## config.mk

```make
export PLATFORM = sky130hd
export DESIGN_NAME = asi_status_irq
export DESIGN_NICKNAME = d
export VERILOG_FILES = /design/src/core/asi_pkg.sv /design/src/core/asi_status_irq.sv /design/src/core/asi_clr_seq.sv /design/src/core/asi_irq_merge.sv
export SDC_FILE = /design/constraint.sdc
export NUM_CORES = 1
export LEC_CHECK = 0
export ABC_CLOCK_PERIOD_IN_PS = 4500
export BUFFER_PORTS_ARGS = -buffer_cell sky130_fd_sc_hd__buf_2
export CAP_MARGIN = 0
export CORE_ASPECT_RATIO = 1.75
export CORE_MARGIN = 2
export CORE_UTILIZATION = 40
export DETAILED_ROUTE_END_ITERATION = 8
export GPL_TIMING_DRIVEN = 0
export MAX_ROUTING_LAYER = met4
export PLACE_DENSITY_LB_ADDON = 0.12
export REMOVE_ABC_BUFFERS = 1
export SLEW_MARGIN = 20
export SYNTH_ARGS = -nofsm -noshare
export SYNTH_HDL_FRONTEND = slang
export SYNTH_HIERARCHICAL = 1
export SYNTH_SLANG_ARGS = --single-unit
```

## constraint.sdc

```tcl
create_clock -name pclk -period 4.5 [get_ports pclk]
set_clock_uncertainty 0.05 [all_clocks]
set_input_delay 1.35 -clock pclk [delete_from_list [all_inputs] [get_ports pclk]]
set_output_delay 1.35 -clock pclk [all_outputs]
set_load 0.02 [all_outputs]
```

## src/core/asi_pkg.sv

```systemverilog
// constants shared by the serial status and interrupt block
package asi_pkg;
  localparam int ADDR_W = 8;
  localparam int DATA_W = 8;
  localparam logic [7:0] OFF_STATUS = 8'h00;
  localparam logic [7:0] OFF_DATA = 8'h04;
  localparam logic [7:0] OFF_CTRL = 8'h08;
  localparam logic [7:0] STATUS_RST = 8'hC0;
  localparam logic [7:0] CTRL_RST = 8'h00;
  localparam logic [7:0] BUF_RST = 8'h00;
  localparam logic [7:0] CTRL_MASK = 8'hF3;
  // status bit positions
  localparam int B_TXE = 7;
  localparam int B_TXD = 6;
  localparam int B_RXR = 5;
  localparam int B_IDLE = 4;
  localparam int B_OVR = 3;
  localparam int B_NOISE = 2;
  localparam int B_FRM = 1;
  localparam int B_PAR = 0;
  // control bit positions
  localparam int C_TXE_IE = 7;
  localparam int C_TXD_IE = 6;
  localparam int C_RX_IE = 5;
  localparam int C_IDLE_IE = 4;
  localparam int C_MUTE = 1;
  localparam int C_PAR_IE = 0;
endpackage

```

## src/core/asi_status_irq.sv

```systemverilog
// serial status flags, clear sequences, interrupt request and low-power gating
//
// What this block does
// in wait mode the block runs on; an enabled interrupt wakes the device
// in halt mode registers freeze, transfers pause, no serial wakeup
// every serial interrupt source shares one request line
// a source requests only if enabled and the cpu mask is clear
// status resets to C0h, all bits read-only
// tx empty sets when the holding buffer moves to the shifter
// tx empty and tx done clear by status read then data write
// the holding buffer never moves while tx empty is set
// tx empty with its enable requests an interrupt
// tx done sets after a data frame, not after preamble or break
// rx ready sets when a word reaches the software data register
// rx ready, idle, overrun, noise, framing clear by status then data read
// rx ready or overrun request an interrupt when rx enable is set
// idle sets on idle line, may request, rearms only after rx ready
// overrun sets when a new word arrives while rx ready is set
// on overrun the holding buffer keeps its word
// noise flag sets on noisy frame and never requests alone
// framing flag sets on desync, heavy noise or break, no own request
// framing fault with overrun keeps the old word, only overrun sets
// parity flag sets on mismatch and may request
// parity flag clears by status read then any data access
// while muted no rx flag sets and rx interrupts are off
// status read arms a clear, next data access ends it; new events win
`timescale 1ns/1ns
module asi_status_irq (
  input wire logic pclk,
  input wire logic presetn,
  input wire logic psel,
  input wire logic penable,
  input wire logic pwrite,
  input wire logic [asi_pkg::ADDR_W-1:0] paddr,
  input wire logic [31:0] pwdata,
  output logic [31:0] prdata,
  output logic pready,
  output logic pslverr,
  input wire logic tx_shift_free,
  input wire logic tx_frame_done,
  input wire logic tx_frame_data,
  input wire logic rx_word_valid,
  input wire logic [asi_pkg::DATA_W-1:0] rx_word,
  input wire logic rx_noise,
  input wire logic rx_framing,
  input wire logic rx_parity,
  input wire logic idle_detect,
  input wire logic halt_mode,
  input wire logic wait_mode,
  input wire logic cpu_irq_mask,
  output logic irq_req,
  output logic wait_wake,
  output logic tx_load,
  output logic [asi_pkg::DATA_W-1:0] tx_data,
  output logic serial_pause
);
  typedef struct packed {
    logic [7:0] stat;
    logic [7:0] ctrl;
    logic [asi_pkg::DATA_W-1:0] txb;
    logic [asi_pkg::DATA_W-1:0] rxb;
    logic idle_arm;
    logic [31:0] rd;
  } asi_regs_t;

  localparam asi_regs_t REGS_RST = '{
    stat: asi_pkg::STATUS_RST,
    ctrl: asi_pkg::CTRL_RST,
    txb: asi_pkg::BUF_RST,
    rxb: asi_pkg::BUF_RST,
    idle_arm: 1'b1,
    rd: 32'h0000_0000
  };

  asi_regs_t r_reg;
  asi_regs_t r_next;

  // ****************************************************************
  // apb decode
  // ****************************************************************
  logic setup;
  logic acc;
  logic hit;
  logic status_rd;
  logic data_rd;
  logic data_wr;
  logic ctrl_wr;
  logic clr_tx;
  logic clr_rx;
  logic clr_par;

  assign setup = psel & ~penable;
  assign acc = psel & penable;
  assign hit = (paddr == asi_pkg::OFF_STATUS) | (paddr == asi_pkg::OFF_DATA)
             | (paddr == asi_pkg::OFF_CTRL);
  // zero-wait slave; read data is captured in the setup cycle
  assign pready = 1'b1;
  assign pslverr = acc & ~hit;
  assign prdata = r_reg.rd;
  // status is read-only: a write to it is accepted and dropped
  assign status_rd = acc & ~pwrite & (paddr == asi_pkg::OFF_STATUS);
  assign data_rd = acc & ~pwrite & (paddr == asi_pkg::OFF_DATA);
  assign data_wr = acc & pwrite & (paddr == asi_pkg::OFF_DATA);
  assign ctrl_wr = acc & pwrite & (paddr == asi_pkg::OFF_CTRL);

  asi_clr_seq u_clr (
    .pclk(pclk),
    .presetn(presetn),
    .halt_mode(halt_mode),
    .status_rd(status_rd),
    .data_rd(data_rd),
    .data_wr(data_wr),
    .clr_tx(clr_tx),
    .clr_rx(clr_rx),
    .clr_par(clr_par)
  );

  // ****************************************************************
  // event qualification
  // ****************************************************************
  logic mute;
  logic rx_take;
  logic rx_ovr;
  logic idle_set;
  logic txd_set;

  assign mute = r_reg.ctrl[asi_pkg::C_MUTE];
  // the engine is paused in halt, so events are not expected then; drop them anyway
  assign serial_pause = halt_mode;
  assign tx_load = ~r_reg.stat[asi_pkg::B_TXE] & tx_shift_free & ~halt_mode;
  assign tx_data = r_reg.txb;
  assign txd_set = tx_frame_done & tx_frame_data & ~halt_mode;
  assign rx_take = rx_word_valid & ~mute & ~halt_mode;
  // a word landing on the edge that empties the buffer is taken, not an overrun
  assign rx_ovr = rx_take & r_reg.stat[asi_pkg::B_RXR] & ~clr_rx;
  assign idle_set = idle_detect & r_reg.idle_arm & ~mute & ~halt_mode;

  // ****************************************************************
  // state update
  // ****************************************************************
  always_comb
  begin
    r_next = r_reg;
    if (setup)
    begin
      case (paddr)
        asi_pkg::OFF_STATUS: r_next.rd = {24'h000000, r_reg.stat};
        asi_pkg::OFF_DATA: r_next.rd = {24'h000000, r_reg.rxb};
        asi_pkg::OFF_CTRL: r_next.rd = {24'h000000, r_reg.ctrl};
        default: r_next.rd = 32'h0000_0000;
      endcase
    end
    // halt freezes every serial register; only bus read data moves
    if (!halt_mode)
    begin
      if (ctrl_wr)
        r_next.ctrl = pwdata[7:0] & asi_pkg::CTRL_MASK;
      if (data_wr)
        r_next.txb = pwdata[asi_pkg::DATA_W-1:0];
      // clears first, so an event in the same cycle sets again
      if (clr_tx)
      begin
        r_next.stat[asi_pkg::B_TXE] = 1'b0;
        r_next.stat[asi_pkg::B_TXD] = 1'b0;
      end
      if (clr_rx)
      begin
        r_next.stat[asi_pkg::B_RXR] = 1'b0;
        r_next.stat[asi_pkg::B_IDLE] = 1'b0;
        r_next.stat[asi_pkg::B_OVR] = 1'b0;
        r_next.stat[asi_pkg::B_NOISE] = 1'b0;
        r_next.stat[asi_pkg::B_FRM] = 1'b0;
      end
      if (clr_par)
        r_next.stat[asi_pkg::B_PAR] = 1'b0;
      if (tx_load)
        r_next.stat[asi_pkg::B_TXE] = 1'b1;
      if (txd_set)
        r_next.stat[asi_pkg::B_TXD] = 1'b1;
      if (rx_ovr)
        r_next.stat[asi_pkg::B_OVR] = 1'b1;
      else if (rx_take)
      begin
        r_next.rxb = rx_word;
        r_next.stat[asi_pkg::B_RXR] = 1'b1;
        r_next.idle_arm = 1'b1;
        if (rx_noise)
          r_next.stat[asi_pkg::B_NOISE] = 1'b1;
        if (rx_framing)
          r_next.stat[asi_pkg::B_FRM] = 1'b1;
        if (rx_parity)
          r_next.stat[asi_pkg::B_PAR] = 1'b1;
      end
      if (idle_set)
      begin
        r_next.stat[asi_pkg::B_IDLE] = 1'b1;
        r_next.idle_arm = 1'b0;
      end
    end
  end

  always_ff @(posedge pclk or negedge presetn)
  begin
    if (!presetn)
      r_reg <= REGS_RST;
    else
      r_reg <= r_next;
  end

  // ****************************************************************
  // interrupt and wakeup
  // ****************************************************************
  asi_irq_merge u_irq (
    .pclk(pclk),
    .presetn(presetn),
    .stat(r_reg.stat),
    .ctrl(r_reg.ctrl),
    .cpu_irq_mask(cpu_irq_mask),
    .irq_req(irq_req)
  );

  // wait leaves the block running; halt never wakes on a serial event
  assign wait_wake = irq_req & wait_mode & ~halt_mode;
endmodule

```

## src/core/asi_clr_seq.sv

```systemverilog
// two-step flag clear sequencer: status read arms, data access completes
`timescale 1ns/1ns
module asi_clr_seq (
  input wire logic pclk,
  input wire logic presetn,
  input wire logic halt_mode,
  input wire logic status_rd,
  input wire logic data_rd,
  input wire logic data_wr,
  output logic clr_tx,
  output logic clr_rx,
  output logic clr_par
);
  typedef struct packed {
    logic armed;
  } asi_seq_t;

  asi_seq_t s_reg;
  asi_seq_t s_next;

  // clears only fire from an armed state, and never while frozen
  assign clr_tx = s_reg.armed & data_wr & ~halt_mode;
  assign clr_rx = s_reg.armed & data_rd & ~halt_mode;
  assign clr_par = s_reg.armed & (data_rd | data_wr) & ~halt_mode;

  always_comb
  begin
    s_next = s_reg;
    if (!halt_mode)
    begin
      if (status_rd)
        s_next.armed = 1'b1;
      else if (data_rd | data_wr)
        s_next.armed = 1'b0;
    end
  end

  always_ff @(posedge pclk or negedge presetn)
  begin
    if (!presetn)
      s_reg <= '0;
    else
      s_reg <= s_next;
  end
endmodule

```

## src/core/asi_irq_merge.sv

```systemverilog
// merges enabled serial events onto the single interrupt request line
`timescale 1ns/1ns
module asi_irq_merge (
  input wire logic pclk,
  input wire logic presetn,
  input wire logic [7:0] stat,
  input wire logic [7:0] ctrl,
  input wire logic cpu_irq_mask,
  output logic irq_req
);
  logic mute;
  logic src;

  assign mute = ctrl[asi_pkg::C_MUTE];
  // noise and framing flags ride along with rx ready, so they have no source
  assign src = (ctrl[asi_pkg::C_TXE_IE] & stat[asi_pkg::B_TXE])
             | (ctrl[asi_pkg::C_TXD_IE] & stat[asi_pkg::B_TXD])
             | (~mute & ctrl[asi_pkg::C_RX_IE]
                & (stat[asi_pkg::B_RXR] | stat[asi_pkg::B_OVR]))
             | (~mute & ctrl[asi_pkg::C_IDLE_IE] & stat[asi_pkg::B_IDLE])
             | (~mute & ctrl[asi_pkg::C_PAR_IE] & stat[asi_pkg::B_PAR]);
  assign irq_req = src & ~cpu_irq_mask;
endmodule

```

-- Word-level counts from Yosys, hierarchy flattened
Index checks and enable logic that the tools add are counted.
- bitwise logic cells: 54
- equal/unequal tests: 3
- reductions and logical operators: 16
- muxes and demuxes: 20
- operator list (kind ; number):
    $and A1 B1 Y1 ; 37
    $pmux W8 S3 ; 1
    $mux W1 ; 15
    $reduce_and A2 Y1 ; 7
    $reduce_bool A2 Y1 ; 6
    $not A1 Y1 ; 9
    $eq A8 B3 Y1 const B ; 1
    $eq A8 B4 Y1 const B ; 1
    $logic_not A8 Y1 ; 1
    $or A1 B1 Y1 ; 8
    $mux W3 ; 2
    $reduce_and A3 Y1 ; 2
    $mux W5 ; 1
    $mux W2 ; 1
    $ne A2 B1 Y1 const B ; 1
- bits of input ports: 64
- logic and storage cells: 104
- register bits after elaboration: 64
- output and inout bits: 46

-- Longest topological paths before layout
- word-level depth: 10
- gate-level depth with buffers: 9
- depth with buffers taken out: 7

-- Cells and area by module
Netlist, hierarchy kept.
- by module, submodules not included (module ; area each (um^2) ; cells each ; seq. area each (um^2) ; instances):
    asi_status_irq ; 2067.0 ; 177 ; 979.7 ; 1
    asi_clr_seq ; 75.1 ; 7 ; 25.0 ; 1
    asi_irq_merge ; 36.3 ; 5 ; 0.0 ; 1

-- Least setup slack after synthesis
Ideal clock, no wire load.
- kind: input port to flip-flop
- from: input port paddr[1] (netlist bit)
- to: register r_reg[34] (netlist bit)
- required time: 4.325 ns
- setup time: 0.125 ns
- path slack: 0.771 ns
- stages: 9
- buffers on the path: 2
- arrival: 3.554 ns
- cells stage by stage: or4_1 -> buf_2 -> or2_0 -> nor3_1 -> and3b_2 -> inv_1 -> a21oi_1 -> buf_2 -> mux2_2
- word-level cells in the longest chain between the ends: 8
- ends and longest elaborated chain (item ; RTL line ; text):
    start, declared ; asi_status_irq.sv:34 ; input wire logic [asi_pkg::ADDR_W-1:0] paddr,
    $eq A8 B3 Y1 ; asi_status_irq.sv:102 ; assign data_rd = acc & ~pwrite & (paddr == asi_pkg::OFF_DATA);
    $and A1 B1 Y1 ; asi_status_irq.sv:102 ;
    named net data_rd ; asi_status_irq.sv:85 ; logic data_rd;
    $and A1 B1 Y1 (2 in series) ; asi_clr_seq.sv:23 ; assign clr_rx = s_reg.armed & data_rd & ~halt_mode;
    named net clr_rx ; asi_status_irq.sv:89 ; logic clr_rx;
    $not A1 Y1 ; asi_status_irq.sv:135 ; assign rx_ovr = rx_take & r_reg.stat[asi_pkg::B_RXR] & ~clr_rx;
    $and A1 B1 Y1 ; asi_status_irq.sv:135 ;
    $not A1 Y1 (no line) ; - ;
    $reduce_and A3 Y1 (no line) ; - ;
    end signal, assigned ; asi_status_irq.sv:207 ; r_reg <= r_next;
    end, declared ; asi_status_irq.sv:75 ; asi_regs_t r_reg;
The timed path passes the listed nets, and every way through them passes these cells.
A chain may end at the register's enable or synchronous reset.

-- Worst setup path in the final report
- from: input port paddr[1] (netlist bit)
- to: register r_reg[40] (netlist bit)
Same word-level chain as after synthesis.

==> results.json <==
{
  "place_worst_setup_slack_ns": 0.1696,
  "chipHeight_um": 101.6,
  "grt_first_pass_wirelength_um": 6796,
  "path_max_fanout": 12,
  "cts_max_path_buffers": 2,
  "nNetsFinal": 296,
  "grt_antenna_before_repair": 0,
  "track_usage_pct": 15.67,
  "first_pass_iters": 4,
  "irDropWorstVdd_v": 0.0002073,
  "starting_utilization_of_the_core_area_pct": 41.45,
  "synth-warning-count": 6,
  "rows": 35,
  "synth.cell_area_um2": 2178,
  "clkLatencyLatePin_ns": 0.29,
  "ys_ff_latch": 40,
  "synth.distinct_cells": 39,
  "first_iter_violations": 32,
  "placed_cell_area_um2": 2301,
  "status": "finished, final reports clean",
  "drt-total-wl_um": 4445,
  "synthFlopType": "sky130_fd_sc_hd__dfrtp_1",
  "setup_buffers_after_cts": 0,
  "design_area_um2": 2382,
  "worstSetupEndpointType": "flip-flop",
  "fin_crit_sh_pct": 88.20,
  "grt.overflow.total": 0,
  "cp_slowest_stage_delay_ns": 0.69,
  "post_route_cells_drive_above_1_share_pct": 42.49,
  "crit_reg_reg_startpoint": "mute$_DFFE_PN0P_",
  "cts_resized": 0,
  "cts-htree-levels": 2,
  "core_area_um2": 5255,
  "chipWidth_um": 59.79,
  "cts_inserted_buffers": 5,
  "hold_path.class": "reg -> reg",
  "worst_pin_slew_ns": 0.8945,
  "dr_total_vias": 1443,
  "peak_freq_ghz": 0.2520,
  "postSynthAreaPerCell_um2": 11.53,
  "rsz0062_at_grt": "no",
  "cts.root.buffer_cell": "sky130_fd_sc_hd__clkbuf_8",
  "hold_path_startpoint": "prdata[3]$_DFFE_PN0P_",
  "post-route-min-period_ns": 3.969,
  "first_global_vias": 1427,
  "drv_slew": 0,
  "layoutNonFillerInstCount": 288,
  "synth_enable_flop_cells": 0,
  "path_cells": "buf_2 > or4_1 > or2_0 > nor3_1 > and3b_2 > inv_1 > a21oi_2 > mux2_2",
  "power_mw": 0.7351,
  "n_antenna_cell": 0,
  "crit_slowest_cell": "sky130_fd_sc_hd__or4_1",
  "place_hpwl_um": 3383,
  "report.final.setup_viol": 0,
  "synth-seq-area-share_pct": 46.12,
  "p_leak_nw": 1.230,
  "worst_setup_sp": "paddr[1]",
  "holdBufCountCts": 0,
  "top_level_ports": 110,
  "post_synth_inst_count": 189,
  "timing.critical_path.required_ns": 4.62,
  "route.antenna.remaining_nets": 0,
  "globalplace.congestion": 0.7198,
  "fin_ws_ns": 0.5311,
  "drcViolationCount": 0,
  "fin_hold_ws_ns": 0.4266,
  "number_of_clock_sinks": 40,
  "io_buffers": 60,
  "largest_register_ff_count": 22,
  "final_hold_viol_count": 0,
  "cts_tree": "yes",
  "grt_max_degree": 41,
  "power.density_cell_area_nw_per_um2": 308.6,
  "flow.area_growth_from_synthesis_pct": 9.362,
  "relSlewSlack_pct": 40.37,
  "cts.clk_slew.worst_paths_ns": 0.07,
  "routed_wire_length_per_instance_um": 15.43,
  "critical_path_arrival_ns": 4.09,
  "finalSetupTns_ns": 0,
  "die_area_um2": 6075,
  "vias_per_cell": 5.010,
  "cap_violations": 0,
  "fin_util_pct": 45.33,
  "placed_cells_incl_taps": 280,
  "startpoint_type": "primary input",
  "async_reset_ff_share_pct": 100.0,
  "timing.setup.critical_path_class": "in -> reg"
}
[cell type report]
cell class              instances  area [um^2]
clock inverters                 1        5.005
fillers                       548         2873
well taps                      55        68.82
inverters                       3        11.26
multi-input cells             122        915.9
flip-flops and latches         40         1005
clock buffers                   7        76.32
repair buffers                 60        300.3
[cells in the mapped netlist (2+ instances only)]
cell type / n / area [um^2]
sky130_fd_sc_hd__clkbuf_1: 2 / 7.510
sky130_fd_sc_hd__nand2_1: 9 / 33.78
sky130_fd_sc_hd__nand2b_1: 3 / 18.77
sky130_fd_sc_hd__a21oi_1: 2 / 10.01
sky130_fd_sc_hd__mux2_2: 22 / 247.7
sky130_fd_sc_hd__buf_2: 2 / 10.01
sky130_fd_sc_hd__conb_1: 2 / 7.510
sky130_fd_sc_hd__a21o_1: 3 / 22.52
sky130_fd_sc_hd__inv_1: 3 / 11.26
sky130_fd_sc_hd__and3b_2: 2 / 20.02
sky130_fd_sc_hd__o41ai_1: 2 / 17.52
sky130_fd_sc_hd__a22oi_1: 2 / 15.01
sky130_fd_sc_hd__nor4_4: 2 / 42.54
sky130_fd_sc_hd__dfrtp_1: 37 / 925.9
sky130_fd_sc_hd__buf_4: 42 / 315.3
sky130_fd_sc_hd__nor3b_1: 2 / 15.01
sky130_fd_sc_hd__a22o_1: 9 / 78.83
sky130_fd_sc_hd__nand4b_1: 2 / 17.52
sky130_fd_sc_hd__o2bb2ai_1: 6 / 52.55
sky130_fd_sc_hd__dfstp_2: 3 / 78.83
sky130_fd_sc_hd__nor3_1: 3 / 15.01
sky130_fd_sc_hd__mux2i_1: 8 / 80.08
sky130_fd_sc_hd__nor2_1: 5 / 18.77
[cells by family (layout without fill, tap and decap cells)]
kind of cell,count (synthesis),in the layout,share of synthesized area [%]
buffers and inverters,50,71,15.97
multiplexers,31,31,15.57
AND/OR/NAND/NOR,36,36,10.86
flip-flops,40,40,46.12
other,2,25,0.3448
AO/OA/AOI/OAI,30,30,11.14
[critical path: cells and delay by family]
kind	cells	cell delay, ns
AND/OR/NAND/NOR	4	1.61
AO/OA/AOI/OAI	1	0.57
multiplexers	1	0.42
buffers and inverters	2	0.14
[worst paths after layout]
path | end | slack [ns] | cells past startpoint
max in group asynchronous | r_reg[57]$_DFFE_PN0N_ | 2.70 | 1
worst min register to register | prdata[3]$_DFFE_PN0P_ | 0.43 | 2
worst min-delay path | prdata[3]$_DFFE_PN0P_ | 0.43 | 2
worst max register to register | r_reg[40]$_DFFE_PN0P_ | 2.42 | 3
worst max-delay path | r_reg[40]$_DFFE_PN0P_ | 0.53 | 8
min in group asynchronous | prdata[3]$_DFFE_PN0P_ | 1.13 | 1
[layer usage]
layer	vias up	GRT usage, %	part of all wire, %
li1	696	-	-
met1	694	18.17	41
met2	47	26.51	53
met3	6	3.065	4.5
met4	0	5.128	1.6
met5	-	-	0
[cells in the final DEF (no fill, tap or decap), drive strengths merged, types with 5 or more instances in the layout]
cell	count
clkbuf	7
dfrtp	37
nor2	5
a22o	9
mux2	23
buf	60
mux2i	8
conb	25
o2bb2ai	6
nand2	9
[power by group]
| part | internal, mW | leakage [nW] | total [mW] | switching, mW |
|---|---|---|---|---|
| Clock | 0.109 | 0.0422 | 0.227 | 0.118 |
| Sequential | 0.387 | 0.511 | 0.403 | 0.0155 |
| Combinational | 0.0432 | 0.677 | 0.105 | 0.0617 |
| Total | 0.539 | 1.23 | 0.735 | 0.196 |
(Power assumes the default switching activity.)
